==> src/inc/faod_map.vh <==
// Constants for the floating-point arithmetic dispatch block.
// Assumes inclusion by bare name from design and bench files.
`ifndef FAOD_MAP_VH
`define FAOD_MAP_VH

// Source data formats
`define FAOD_FMT_L     3'h0
`define FAOD_FMT_S     3'h1
`define FAOD_FMT_X     3'h2
`define FAOD_FMT_P     3'h3
`define FAOD_FMT_W     3'h4
`define FAOD_FMT_D     3'h5
`define FAOD_FMT_B     3'h6
`define FAOD_FMT_NONE  3'h7

// Source location
`define FAOD_SRC_MEM   2'h0
`define FAOD_SRC_DREG  2'h1
`define FAOD_SRC_FPREG 2'h2

// Rounding precision
`define FAOD_PREC_X    2'h0
`define FAOD_PREC_S    2'h1
`define FAOD_PREC_D    2'h2

// Rounding modes
`define FAOD_RM_NEAR   2'h0
`define FAOD_RM_ZERO   2'h1

// Operation specifiers, monadic
`define FAOD_ABS       7'h01
`define FAOD_ACOS      7'h02
`define FAOD_ASIN      7'h03
`define FAOD_ATAN      7'h04
`define FAOD_ATANH     7'h05
`define FAOD_COS       7'h06
`define FAOD_COSH      7'h07
`define FAOD_ETOX      7'h08
`define FAOD_ETOXM1    7'h09
`define FAOD_GETEXP    7'h0a
`define FAOD_GETMAN    7'h0b
`define FAOD_INT       7'h0c
`define FAOD_INTRZ     7'h0d
`define FAOD_LOGN      7'h0e
`define FAOD_LOGNP1    7'h0f
`define FAOD_LOG10     7'h10
`define FAOD_LOG2      7'h11
`define FAOD_NEG       7'h12
`define FAOD_SIN       7'h13
`define FAOD_SINH      7'h14
`define FAOD_SQRT      7'h15
`define FAOD_TAN       7'h16
`define FAOD_TANH      7'h17
`define FAOD_TENTOX    7'h18
`define FAOD_TWOTOX    7'h19

// Operation specifiers, dyadic
`define FAOD_ADD       7'h20
`define FAOD_CMP       7'h21
`define FAOD_DIV       7'h22
`define FAOD_MOD       7'h23
`define FAOD_MUL       7'h24
`define FAOD_REM       7'h25
`define FAOD_SCALE     7'h26
`define FAOD_SUB       7'h27
`define FAOD_SGLDIV    7'h28
`define FAOD_SGLMUL    7'h29
`define FAOD_ADD_S     7'h40
`define FAOD_DIV_S     7'h41
`define FAOD_MUL_S     7'h42
`define FAOD_SUB_S     7'h43
`define FAOD_ADD_D     7'h44
`define FAOD_DIV_D     7'h45
`define FAOD_MUL_D     7'h46
`define FAOD_SUB_D     7'h47

`endif

==> src/rtl/faod_optab.v <==
// Operation table: maps an operation specifier to its function.
// Assumes a combinational caller on the same clock.
`timescale 1ns/10ps
`include "faod_map.vh"

module faod_optab (
  // Specifier
  input  wire [6:0] op,
  // Decoded function
  output reg        known,
  output reg        dyadic,
  output reg  [6:0] base_op,
  output reg        prec_force,
  output reg  [1:0] prec_val,
  output reg        force_rz,
  output reg        writes
);

  always @* begin
    known      = 1'b1;
    dyadic     = 1'b0;
    base_op    = op;
    prec_force = 1'b0;
    prec_val   = `FAOD_PREC_X;
    force_rz   = 1'b0;
    writes     = 1'b1;
    case (op)
      `FAOD_ABS, `FAOD_NEG, `FAOD_SQRT, `FAOD_GETEXP, `FAOD_GETMAN,
      `FAOD_ACOS, `FAOD_ASIN, `FAOD_ATAN, `FAOD_COS, `FAOD_SIN, `FAOD_TAN,
      `FAOD_ATANH, `FAOD_COSH, `FAOD_SINH, `FAOD_TANH,
      `FAOD_ETOX, `FAOD_ETOXM1, `FAOD_TWOTOX, `FAOD_TENTOX,
      `FAOD_LOGN, `FAOD_LOGNP1, `FAOD_LOG10, `FAOD_LOG2,
      `FAOD_INT: begin
        known = 1'b1;
      end
      `FAOD_INTRZ: begin
        force_rz = 1'b1;
      end
      `FAOD_ADD, `FAOD_DIV, `FAOD_MOD, `FAOD_MUL,
      `FAOD_REM, `FAOD_SCALE, `FAOD_SUB: begin
        dyadic = 1'b1;
      end
      `FAOD_CMP: begin
        dyadic = 1'b1;
        writes = 1'b0;
      end
      `FAOD_SGLDIV, `FAOD_SGLMUL: begin
        dyadic     = 1'b1;
        prec_force = 1'b1;
        prec_val   = `FAOD_PREC_S;
      end
      `FAOD_ADD_S, `FAOD_DIV_S, `FAOD_MUL_S, `FAOD_SUB_S: begin
        dyadic     = 1'b1;
        prec_force = 1'b1;
        prec_val   = `FAOD_PREC_S;
        base_op    = {3'h2, op[3:0] == 4'h0 ? 4'h0 : op[3:0] == 4'h1 ? 4'h2 :
                      op[3:0] == 4'h2 ? 4'h4 : 4'h7};
      end
      `FAOD_ADD_D, `FAOD_DIV_D, `FAOD_MUL_D, `FAOD_SUB_D: begin
        dyadic     = 1'b1;
        prec_force = 1'b1;
        prec_val   = `FAOD_PREC_D;
        base_op    = {3'h2, op[3:0] == 4'h4 ? 4'h0 : op[3:0] == 4'h5 ? 4'h2 :
                      op[3:0] == 4'h6 ? 4'h4 : 4'h7};
      end
      default: begin
        known = 1'b0;
      end
    endcase
  end

endmodule

==> src/rtl/faod_dispatch.v <==
// Floating-point arithmetic dispatch: decodes one command and
// presents operand routing, function and rounding to the executor.
// Assumes command and executor logic run on clk; no inputs except
// the async reset rst are asynchronous to it.
//
// How it works
// - Dyadic first operand comes from memory, integer register or FP register.
// - Dyadic second operand always read from the FP destination register.
// - Dyadic result, except for cmp, written back to the register giving the second operand.
// - Memory or integer sources take any format; register sources only extended.
// - Result precision follows the variant or single div/mul, else the current precision mode.
// - Dyadic set: add, cmp, div, mod, mul, rem, scale, sub, single div/mul, variants.
// - Monadic source and destination may differ; source kept unless identical.
// - Monadic destination is always an FP data register.
// - Monadic non-FP source accepts every supported format.
// - Monadic FP-to-FP and in-place forms use extended format.
// - Monadic set: abs, neg, sqrt, trig, exp, log, exponent, mantissa, integer.
// - Two integer-part ops: current rounding and always toward zero.
`timescale 1ns/10ps
`include "faod_map.vh"

module faod_dispatch (
  // Clock and reset
  input  wire       clk,
  input  wire       rst,
  // Command from the integer unit
  input  wire       cmd_valid,
  input  wire [6:0] cmd_op,
  input  wire [1:0] cmd_src_loc,
  input  wire [2:0] cmd_src_fmt,
  input  wire [2:0] cmd_src_reg,
  input  wire [2:0] cmd_dst_reg,
  input  wire       cmd_in_place,
  output wire       cmd_ready,
  // Current rounding control
  input  wire [1:0] mode_prec,
  input  wire [1:0] mode_rnd,
  // Dispatch to the executor
  output wire       dsp_valid,
  input  wire       dsp_ready,
  output wire       dsp_illegal,
  output wire [6:0] dsp_func,
  output wire       dsp_dyadic,
  output wire [1:0] dsp_src_loc,
  output wire [2:0] dsp_src_fmt,
  output wire [2:0] dsp_src_reg,
  output wire       dsp_opb_en,
  output wire [2:0] dsp_opb_reg,
  output wire       dsp_wr_en,
  output wire [2:0] dsp_wr_reg,
  output wire       dsp_src_kept,
  output wire [1:0] dsp_prec,
  output wire [1:0] dsp_rnd
);

  ////////////////////////////////////////////////////////////////////////////
  // States

  localparam [1:0] ST_IDLE = 2'b01;
  localparam [1:0] ST_HOLD = 2'b10;

  reg  [1:0] state_ff;
  reg  [1:0] nxt_state;

  reg        cmd_ready_ff;
  reg        dsp_valid_ff;
  reg        dsp_illegal_ff;
  reg  [6:0] dsp_func_ff;
  reg        dsp_dyadic_ff;
  reg  [1:0] dsp_src_loc_ff;
  reg  [2:0] dsp_src_fmt_ff;
  reg  [2:0] dsp_src_reg_ff;
  reg        dsp_opb_en_ff;
  reg  [2:0] dsp_opb_reg_ff;
  reg        dsp_wr_en_ff;
  reg  [2:0] dsp_wr_reg_ff;
  reg        dsp_src_kept_ff;
  reg  [1:0] dsp_prec_ff;
  reg  [1:0] dsp_rnd_ff;

  ////////////////////////////////////////////////////////////////////////////
  // Operation table

  wire       tb_known;
  wire       tb_dyadic;
  wire [6:0] tb_base_op;
  wire       tb_prec_force;
  wire [1:0] tb_prec_val;
  wire       tb_force_rz;
  wire       tb_writes;

  faod_optab u_optab (
    .op         (cmd_op),
    .known      (tb_known),
    .dyadic     (tb_dyadic),
    .base_op    (tb_base_op),
    .prec_force (tb_prec_force),
    .prec_val   (tb_prec_val),
    .force_rz   (tb_force_rz),
    .writes     (tb_writes)
  );

  ////////////////////////////////////////////////////////////////////////////
  // Operand routing and checks

  reg        src_is_fp;
  reg        loc_ok;
  reg        fmt_ok;
  reg        form_ok;
  reg  [2:0] eff_fmt;
  reg  [2:0] eff_src_reg;
  reg        src_same;
  reg        src_kept;
  reg  [1:0] eff_prec;
  reg  [1:0] eff_rnd;
  reg        legal;

  // Source location; the in-place form always reads an FP register
  always @* begin
    src_is_fp = 1'b0;
    loc_ok    = 1'b0;
    case (cmd_src_loc)
      `FAOD_SRC_MEM: begin
        loc_ok = 1'b1;
      end
      `FAOD_SRC_DREG: begin
        loc_ok = 1'b1;
      end
      `FAOD_SRC_FPREG: begin
        loc_ok    = 1'b1;
        src_is_fp = 1'b1;
      end
      default: begin
        loc_ok = 1'b0;
      end
    endcase
    if (cmd_in_place) begin
      src_is_fp = 1'b1;
    end
  end

  // FP register sources are always extended; others take any defined format
  always @* begin
    eff_fmt = cmd_src_fmt;
    fmt_ok  = 1'b0;
    if (src_is_fp) begin
      eff_fmt = `FAOD_FMT_X;
      fmt_ok  = 1'b1;
    end else begin
      case (cmd_src_fmt)
        `FAOD_FMT_B, `FAOD_FMT_W, `FAOD_FMT_L, `FAOD_FMT_S,
        `FAOD_FMT_D, `FAOD_FMT_X, `FAOD_FMT_P: begin
          fmt_ok = 1'b1;
        end
        default: begin
          fmt_ok = 1'b0;
        end
      endcase
    end
  end

  // In-place form reads and writes the destination register
  always @* begin
    eff_src_reg = cmd_in_place ? cmd_dst_reg : cmd_src_reg;
    src_same    = src_is_fp & (eff_src_reg == cmd_dst_reg);
    // Source is lost only when it is the register actually written
    src_kept    = ~(src_same & tb_writes & legal);
  end

  // Variants and single div/mul force their precision; else the mode, code 3 read as extended
  always @* begin
    if (tb_prec_force) begin
      eff_prec = tb_prec_val;
    end else begin
      case (mode_prec)
        `FAOD_PREC_S: begin
          eff_prec = `FAOD_PREC_S;
        end
        `FAOD_PREC_D: begin
          eff_prec = `FAOD_PREC_D;
        end
        default: begin
          eff_prec = `FAOD_PREC_X;
        end
      endcase
    end
  end

  always @* begin
    eff_rnd = tb_force_rz ? `FAOD_RM_ZERO : mode_rnd;
    // In-place form exists only for monadic operations
    form_ok = ~(cmd_in_place & tb_dyadic);
    legal   = tb_known & loc_ok & fmt_ok & form_ok;
  end

  ////////////////////////////////////////////////////////////////////////////
  // Handshake state machine

  always @* begin
    case (state_ff)
      ST_IDLE: begin
        nxt_state = (cmd_valid & cmd_ready_ff) ? ST_HOLD : ST_IDLE;
      end
      ST_HOLD: begin
        nxt_state = dsp_ready ? ST_IDLE : ST_HOLD;
      end
      default: begin
        nxt_state = ST_IDLE;
      end
    endcase
  end

  always @(posedge clk or posedge rst) begin
    if (rst) begin
      state_ff <= ST_IDLE;
    end else begin
      state_ff <= nxt_state;
    end
  end

  // Ready and valid follow the next state so both leave flip-flops
  always @(posedge clk or posedge rst) begin
    if (rst) begin
      cmd_ready_ff <= 1'b0;
      dsp_valid_ff <= 1'b0;
    end else begin
      cmd_ready_ff <= (nxt_state == ST_IDLE);
      dsp_valid_ff <= (nxt_state == ST_HOLD);
    end
  end

  ////////////////////////////////////////////////////////////////////////////
  // Dispatch word, captured when a command is taken

  // A command is taken only in idle while ready is shown
  wire take = (state_ff == ST_IDLE) & cmd_valid & cmd_ready_ff;

  // Function and enables; a rejected command gets no effects
  always @(posedge clk or posedge rst) begin
    if (rst) begin
      dsp_illegal_ff  <= 1'b0;
      dsp_func_ff     <= 7'h00;
      dsp_dyadic_ff   <= 1'b0;
      dsp_opb_en_ff   <= 1'b0;
      dsp_wr_en_ff    <= 1'b0;
      dsp_src_kept_ff <= 1'b1;
    end else if (take) begin
      dsp_illegal_ff  <= ~legal;
      dsp_func_ff     <= legal ? tb_base_op : 7'h00;
      dsp_dyadic_ff   <= legal & tb_dyadic;
      dsp_opb_en_ff   <= legal & tb_dyadic;
      dsp_wr_en_ff    <= legal & tb_writes;
      dsp_src_kept_ff <= src_kept;
    end
  end

  // Operand routing; loaded for rejected commands as well
  always @(posedge clk or posedge rst) begin
    if (rst) begin
      dsp_src_loc_ff  <= `FAOD_SRC_MEM;
      dsp_src_fmt_ff  <= `FAOD_FMT_X;
      dsp_src_reg_ff  <= 3'h0;
      dsp_opb_reg_ff  <= 3'h0;
      dsp_wr_reg_ff   <= 3'h0;
    end else if (take) begin
      dsp_src_loc_ff  <= src_is_fp ? `FAOD_SRC_FPREG : cmd_src_loc;
      dsp_src_fmt_ff  <= eff_fmt;
      dsp_src_reg_ff  <= eff_src_reg;
      dsp_opb_reg_ff  <= cmd_dst_reg;
      dsp_wr_reg_ff   <= cmd_dst_reg;
    end
  end

  // Rounding precision and mode
  always @(posedge clk or posedge rst) begin
    if (rst) begin
      dsp_prec_ff     <= `FAOD_PREC_X;
      dsp_rnd_ff      <= `FAOD_RM_NEAR;
    end else if (take) begin
      dsp_prec_ff     <= eff_prec;
      dsp_rnd_ff      <= eff_rnd;
    end
  end

  ////////////////////////////////////////////////////////////////////////////
  // Outputs

  assign cmd_ready    = cmd_ready_ff;
  assign dsp_valid    = dsp_valid_ff;
  assign dsp_illegal  = dsp_illegal_ff;
  assign dsp_func     = dsp_func_ff;
  assign dsp_dyadic   = dsp_dyadic_ff;
  assign dsp_src_loc  = dsp_src_loc_ff;
  assign dsp_src_fmt  = dsp_src_fmt_ff;
  assign dsp_src_reg  = dsp_src_reg_ff;
  assign dsp_opb_en   = dsp_opb_en_ff;
  assign dsp_opb_reg  = dsp_opb_reg_ff;
  assign dsp_wr_en    = dsp_wr_en_ff;
  assign dsp_wr_reg   = dsp_wr_reg_ff;
  assign dsp_src_kept = dsp_src_kept_ff;
  assign dsp_prec     = dsp_prec_ff;
  assign dsp_rnd      = dsp_rnd_ff;

endmodule

==> config.mk <==
export PLATFORM = sky130hd
export DESIGN_NAME = faod_dispatch
export DESIGN_NICKNAME = d
export VERILOG_FILES = /design/src/rtl/faod_optab.v /design/src/rtl/faod_dispatch.v
export VERILOG_INCLUDE_DIRS = /design/src /design/src/inc
export SDC_FILE = /design/constraint.sdc
export NUM_CORES = 1
export LEC_CHECK = 0
export BUFFER_PORTS_ARGS = -buffer_cell sky130_fd_sc_hd__buf_4
export CAP_MARGIN = 10
export CORE_ASPECT_RATIO = 1.5
export CORE_UTILIZATION = 52
export CTS_CLUSTER_DIAMETER = 120
export DETAILED_ROUTE_END_ITERATION = 6
export PLACE_DENSITY_LB_ADDON = 0.12
export SLEW_MARGIN = 20
export SYNTH_ARGS = -nofsm -noshare
export SYNTH_HDL_FRONTEND = slang
export SYNTH_SLANG_ARGS = --single-unit
==> constraint.sdc <==
create_clock -name clk -period 3.4 [get_ports clk]
set_input_delay 0.34 -clock clk [delete_from_list [all_inputs] [get_ports clk]]
set_output_delay 0.34 -clock clk [all_outputs]
set_load 0.02 [all_outputs]
==> impl_metrics.json, run 1 <==
{
  "cts_setup_buffers": 0,
  "wirelength_microns": 3730,
  "start_util_pct": 54.9,
  "switching_share_pct": 38.3,
  "final_area_sq_um": 2110,
  "p_int_mw": 1.12,
  "path_class": "register to register",
  "grt-ovfl-total": 0,
  "core_sq_um": 2910,
  "drive_above_1_share_pct": 38.0,
  "p_sw_mw": 0.696,
  "ir_drop_v": 0.000631,
  "clkLatencyLatePin_ns": 0.28,
  "fin_skew_ns": 0.00364,
  "vias_per_cell": 5.40,
  "die_height_microns": 69.9,
  "slew_headroom_pct": 58.6,
  "synth_flop_cell": "dfrtp_1",
  "antenna_cells": 0,
  "syn_inst": 164,
  "route.vias.total": 1377,
  "cts_hold_buf": 0,
  "fin_crit_ns": 1.89,
  "setup_viol": 0,
  "io_buffers": 58,
  "finalPower_mw": 1.82,
  "cts.clk_slew.worst_paths_ns": 0.06,
  "rsz0062_at_grt": "false",
  "status": "finished, final reports clean",
  "final_cells": 255,
  "startpoint_type": "register",
  "fin_crit_sh_pct": 55.7,
  "ys_seq_area_share_pct": 47.1,
  "clockRootBuffer": "clkbuf_8",
  "drt_iter0_markers": 44,
  "placed_area_sq_um": 1990,
  "grtUsageTotal_pct": 26.0,
  "ys_warn_count": 0,
  "critPathMaxFanout": 29,
  "power_density_nw_per_um2": 862,
  "firstDrtPassIters": 5,
  "hold_violations": 0,
  "critPathRequiredTime_ns": 3.58,
  "num_io_pins": 59,
  "clockPowerShare_pct": 20.3,
  "syn2layout_area_growth_pct": 31.7,
  "dieWidth_microns": 47.3,
  "seq_power_share_pct": 33.9,
  "avgSynthCellArea_sq_um": 9.76,
  "first_global_vias": 1340,
  "cp.arrival_ns": 2.07,
  "path_buf_inv": 1,
  "synth_edf_count": 0,
  "cts.repair.resized": 0,
  "antenna_found_initial": 0,
  "h-tree-depth": 2,
  "async_flop_share_pct": 100,
  "holdWs_ns": 0.136,
  "grt_pass1_wl_microns": 6130,
  "setup_tns_ns": 0,
  "largest_reg_flops": 7,
  "clock-sinks": 30,
  "avgRoutedWirePerCell_microns": 14.6,
  "cts_tree": "done",
  "dp.cells": 247,
  "synth_nets": 193,
  "syn_area_sq_um": 1600,
  "timing.final.max_slew_violations": 0,
  "nets": 244,
  "p_comb_share_pct": 45.8,
  "crit_family": "flip-flops",
  "max_slew.worst_pin.slew_ns": 0.620,
  "clock.fmax_ghz": 0.528,
  "hpwl_microns": 2790,
  "grt_start_max_net_pins": 31,
  "path_cells": "ha_1, nand3_1, buf_4, a21oi_1, and3_4, a21bo_4, o21a_1",
  "cpPeakStageDelay_ns": 0.53,
  "synth_cell_type_count": 46,
  "critPathCaptureType": "register",
  "clk_path_buf_depth": 2,
  "rows": 24,
  "final_antenna_net_count": 0,
  "dieArea_sq_um": 3310,
  "maxCapViolations": 0,
  "ys_seq_elements": 30,
  "leakage_nw": 1.05,
  "numCtsBuffers": 5,
  "min_path_type": "primary input to async pin",
  "place.gp.congestion": 0.830,
  "drc_errors": 0,
  "cp_slowest_cell": "dfstp_2"
}
## kinds of logic (layout without fill, tap and decap cells)
family | count (synthesis) | after routing | share of synthesized area (%)
buffers and inverters | 27 | 79 | 9.15
multiplexers | 5 | 5 | 3.13
AO/OA/AOI/OAI | 39 | 39 | 18.7
AND/OR/NAND/NOR | 57 | 57 | 18.1
flip-flops | 30 | 30 | 47.1
XOR/XNOR | 4 | 4 | 2.19
adder cells (fa/ha/maj) | 2 | 2 | 1.56
## cells in the final DEF, fill, tap and decap left out, drive strengths merged
| cell | count |
|---|---|
| o21a | 2 |
| nor2 | 8 |
| xor2 | 1 |
| nand2b | 2 |
| nand4 | 2 |
| a32o | 1 |
| and2 | 1 |
| nand3b | 1 |
| o2111ai | 1 |
| nor4b | 1 |
| o32a | 1 |
| inv | 12 |
| a41oi | 1 |
| ha | 2 |
| mux2i | 5 |
| and3 | 2 |
| nor2b | 2 |
| or3 | 1 |
| o221a | 1 |
| o22a | 1 |
| a22o | 3 |
| a21oi | 5 |
| a211o | 1 |
| a21boi | 1 |
| a41o | 1 |
| a32oi | 1 |
| nor3 | 5 |
| a21bo | 1 |
| buf | 59 |
| dfstp | 3 |
| clkbuf | 7 |
| bufinv | 1 |
| o32ai | 1 |
| dfrtp | 27 |
| xnor2 | 3 |
| o21ai | 15 |
| a221o | 1 |
| a21o | 1 |
| nand2 | 29 |
| nand3 | 3 |
## layer usage
| layer | share of wire (%) | global-route usage (%) | wire (microns) | vias to the layer above |
|---|---|---|---|---|
| met1 | 37 | 30.2 | 1370 | 664 |
| met4 | 2.2 | 10.5 | 81 | 0 |
| met5 | 0 | 0 | 0 | - |
| met3 | 5.6 | 6.72 | 207 | 7 |
| met2 | 56 | 43.1 | 2070 | 48 |
| li1 | - | - | - | 658 |
## metrics by stage
step	utilization, %	setup slack (ns)
2_1_floorplan	-	1.84
3_3_place_gp	68.3	1.58
3_5_place_dp	68.3	1.51
4_1_cts	72.3	1.50
5_1_grt	72.3	1.41
6_report	72.3	1.51
## synth_stat cells, types with 3 or more instances
| cell type | instances | share of area (%) |
|---|---|---|
| xnor2_1 | 3 | 1.6 |
| nand2_1 | 29 | 6.8 |
| buf_4 | 5 | 2.3 |
| clkbuf_1 | 4 | 0.94 |
| nand3_1 | 3 | 0.94 |
| buf_6 | 3 | 2.1 |
| o21ai_2 | 6 | 3.3 |
| dfstp_2 | 3 | 4.9 |
| dfrtp_1 | 27 | 42 |
| o21ai_0 | 9 | 2.8 |
| nor2_1 | 8 | 1.9 |
| mux2i_1 | 5 | 3.1 |
| a22o_1 | 3 | 1.6 |
| a21oi_1 | 5 | 1.6 |
| nor3_1 | 4 | 1.3 |
| inv_1 | 12 | 2.8 |
## final timing paths
kind	from	endpoint	slack (ns)	depth (start not counted)
setup / recovery	state_ff[0]	dsp_illegal	1.51	7
hold / removal	rst	dsp_func[5]	0.14	2
setup reg to reg	state_ff[0]	dsp_illegal	1.51	7
hold reg to reg	dsp_src_loc[1]	dsp_src_loc[1]	0.47	2
max in group asynchronous	rst	dsp_prec[1]	2.85	2
min in group clk	mode_rnd[0]	dsp_rnd[0]	0.27	2
## power by group through the flow
stage	clock [mW]	combinational (mW)	sequential (mW)
floorplan	0	0.345	0.787
finish	0.369	0.831	0.616
global route	0.392	0.904	0.638
global placement	0	0.810	0.618
detailed placement	0	0.831	0.624
CTS	0.377	0.836	0.618
## final cells by class
cell class | instances | area [sq um]
Clock buffer | 7 | 86.3
Clock inverter | 1 | 30.0
Fill cell | 231 | 806
Inverter | 12 | 45.0
Multi-Input combinational cell | 107 | 699
Sequential cell | 30 | 754
Tap cell | 39 | 48.8
Timing Repair Buffer | 59 | 443
(Power assumes the default switching activity.)
==> inputs of run 2 (changes only) <==
--- a/config.mk
+++ b/config.mk
@@ -9,7 +9,7 @@
 export BUFFER_PORTS_ARGS = -buffer_cell sky130_fd_sc_hd__buf_4
 export CAP_MARGIN = 10
 export CORE_ASPECT_RATIO = 1.5
-export CORE_UTILIZATION = 52
+export CORE_UTILIZATION = 49
 export CTS_CLUSTER_DIAMETER = 120
 export DETAILED_ROUTE_END_ITERATION = 6
 export PLACE_DENSITY_LB_ADDON = 0.12
==> constraint.sdc (replaced) <==
create_clock -name clk -period 1.99 [get_ports clk]
set_input_delay 0.199 -clock clk [delete_from_list [all_inputs] [get_ports clk]]
set_output_delay 0.199 -clock clk [all_outputs]
set_load 0.02 [all_outputs]
==> impl_metrics.json, run 2 (synthesis results as in run 1) <==
{
  "status": "finished, final reports clean",
  "largest_reg_flops": 7,
  "final_common_cell": "buf_4",
  "place.gp.congestion": 0.789,
  "grtUsageTotal_pct": 24.0,
  "r2r-end": "dsp_illegal",
  "clk_path_buf_depth": 2,
  "ir_drop_v": 0.00102,
  "p_int_mw": 2.05,
  "maxCapViolations": 0,
  "crit_end": "dsp_illegal",
  "rr_startpoint": "state_ff[0]",
  "cp.arrival_ns": 1.86,
  "antenna_found_initial": 0,
  "fin_crit_sh_pct": 84.7,
  "startpoint_type": "register",
  "nets": 247,
  "power_density_nw_per_um2": 1510,
  "max_slew.worst_pin.slew_ns": 0.765,
  "timing.final.max_slew_violations": 0,
  "finalPower_mw": 3.27,
  "p_comb_share_pct": 44.2,
  "fin_crit_ns": 1.69,
  "dieWidth_microns": 48.7,
  "rows": 25,
  "syn2layout_area_growth_pct": 34.8,
  "critPathRequiredTime_ns": 2.16,
  "seq_power_share_pct": 32.6,
  "p_sw_mw": 1.21,
  "cts.repair.resized": 0,
  "antenna_cells": 0,
  "dieArea_sq_um": 3500,
  "cts_tree": "done",
  "reg2reg_depth": 6,
  "grt-ovfl-total": 0,
  "fin_skew_ns": 0.00918,
  "drive_above_1_share_pct": 38.8,
  "first_global_vias": 1354,
  "clock-sinks": 30,
  "vias_per_cell": 5.37,
  "leakage_nw": 1.08,
  "slew_headroom_pct": 48.9,
  "clkLatencyLatePin_ns": 0.28,
  "numCtsBuffers": 5,
  "critPathMaxFanout": 7,
  "setup_viol": 0,
  "num_io_pins": 59,
  "io_buffers": 58,
  "core_sq_um": 3130,
  "r2r_slack_ns": 0.30,
  "clock.fmax_ghz": 0.593,
  "min_path_type": "primary input to async pin",
  "clockRootBuffer": "clkbuf_8",
  "hold_violations": 0,
  "grt_pass1_wl_microns": 6390,
  "cts_hold_buf": 0,
  "grt_start_max_net_pins": 29,
  "route.vias.total": 1390,
  "setup_tns_ns": 0,
  "start_util_pct": 51.2,
  "hpwl_microns": 3040,
  "firstDrtPassIters": 4,
  "cts.clk_slew.worst_paths_ns": 0.07,
  "cts_setup_buffers": 0,
  "drt_iter0_markers": 52,
  "final_antenna_net_count": 0,
  "switching_share_pct": 37.1,
  "critPathCaptureType": "register",
  "drc_errors": 0,
  "die_height_microns": 72.0,
  "avgRoutedWirePerCell_microns": 14.8,
  "final_cell_mix": "buf_4, nand2_1, dfrtp_1",
  "path_class": "register to register",
  "wirelength_microns": 3840,
  "h-tree-depth": 2,
  "clockPowerShare_pct": 23.3,
  "crit_start": "state_ff[0]",
  "rsz0062_at_grt": "false"
}
## run 2: per-layer routing
metal | track usage (%) | wire length, microns | up-vias
met4 | 10.8 | 73 | 0
met3 | 3.98 | 250 | 7
met5 | 0 | 0 | -
li1 | - | - | 660
met1 | 25.8 | 1360 | 666
met2 | 45.4 | 2160 | 57
## run 2: metrics by stage
| step | instance area, sq um | util (%) | std cells | hold slack (ns) | setup WS [ns] |
|---|---|---|---|---|---|
| CTS | 2160 | 69.0 | 259 | 0.0611 | 0.298 |
| global route | 2160 | 69.0 | 259 | 0.121 | 0.214 |
| finish | 2160 | 69.0 | 259 | 0.0562 | 0.304 |
| floorplan | 1600 | - | 164 | 0.287 | 0.427 |
| global placement | 2010 | 64.4 | 251 | 0.354 | 0.340 |
| detailed placement | 2010 | 64.4 | 251 | 0.369 | 0.316 |
## run 2: cell type report
cell class / instances / area (sq um)
sequential: 30 / 754
clock inverter: 2 / 60.1
multi-input combinational: 107 / 699
timing repair buffer: 62 / 465
inverter: 12 / 45.0
clock buffer: 6 / 82.6
tap: 40 / 50.0
fill: 264 / 971
## run 2: worst max-delay path, stage by stage, from the launching register on
cell and delay [ns]:
dfstp_2 0.53, ha_1 0.18, nand3_1 0.12, a21oi_1 0.14
and3_4 0.22, a21bo_4 0.27, o21a_1 0.11
## run 2: power by group through the flow
stage	clock (mW)	combinational, mW	sequential, mW
after floorplan	0	0.589	1.34
after global placement	0	1.41	1.06
after detailed placement	0	1.45	1.07
after CTS	0.770	1.46	1.07
after global routing	0.798	1.56	1.09
final	0.760	1.44	1.06
## run 2: worst min-delay path by stage
stage	from	cells past startpoint	slack, ns	to
after floorplan	rst	1	0.29	cmd_ready
after global placement	rst	2	0.35	dsp_rnd[0]
after detailed placement	rst	2	0.37	cmd_ready
after CTS	rst	2	0.06	cmd_ready
after global routing	rst	2	0.12	cmd_ready
final	rst	2	0.06	cmd_ready
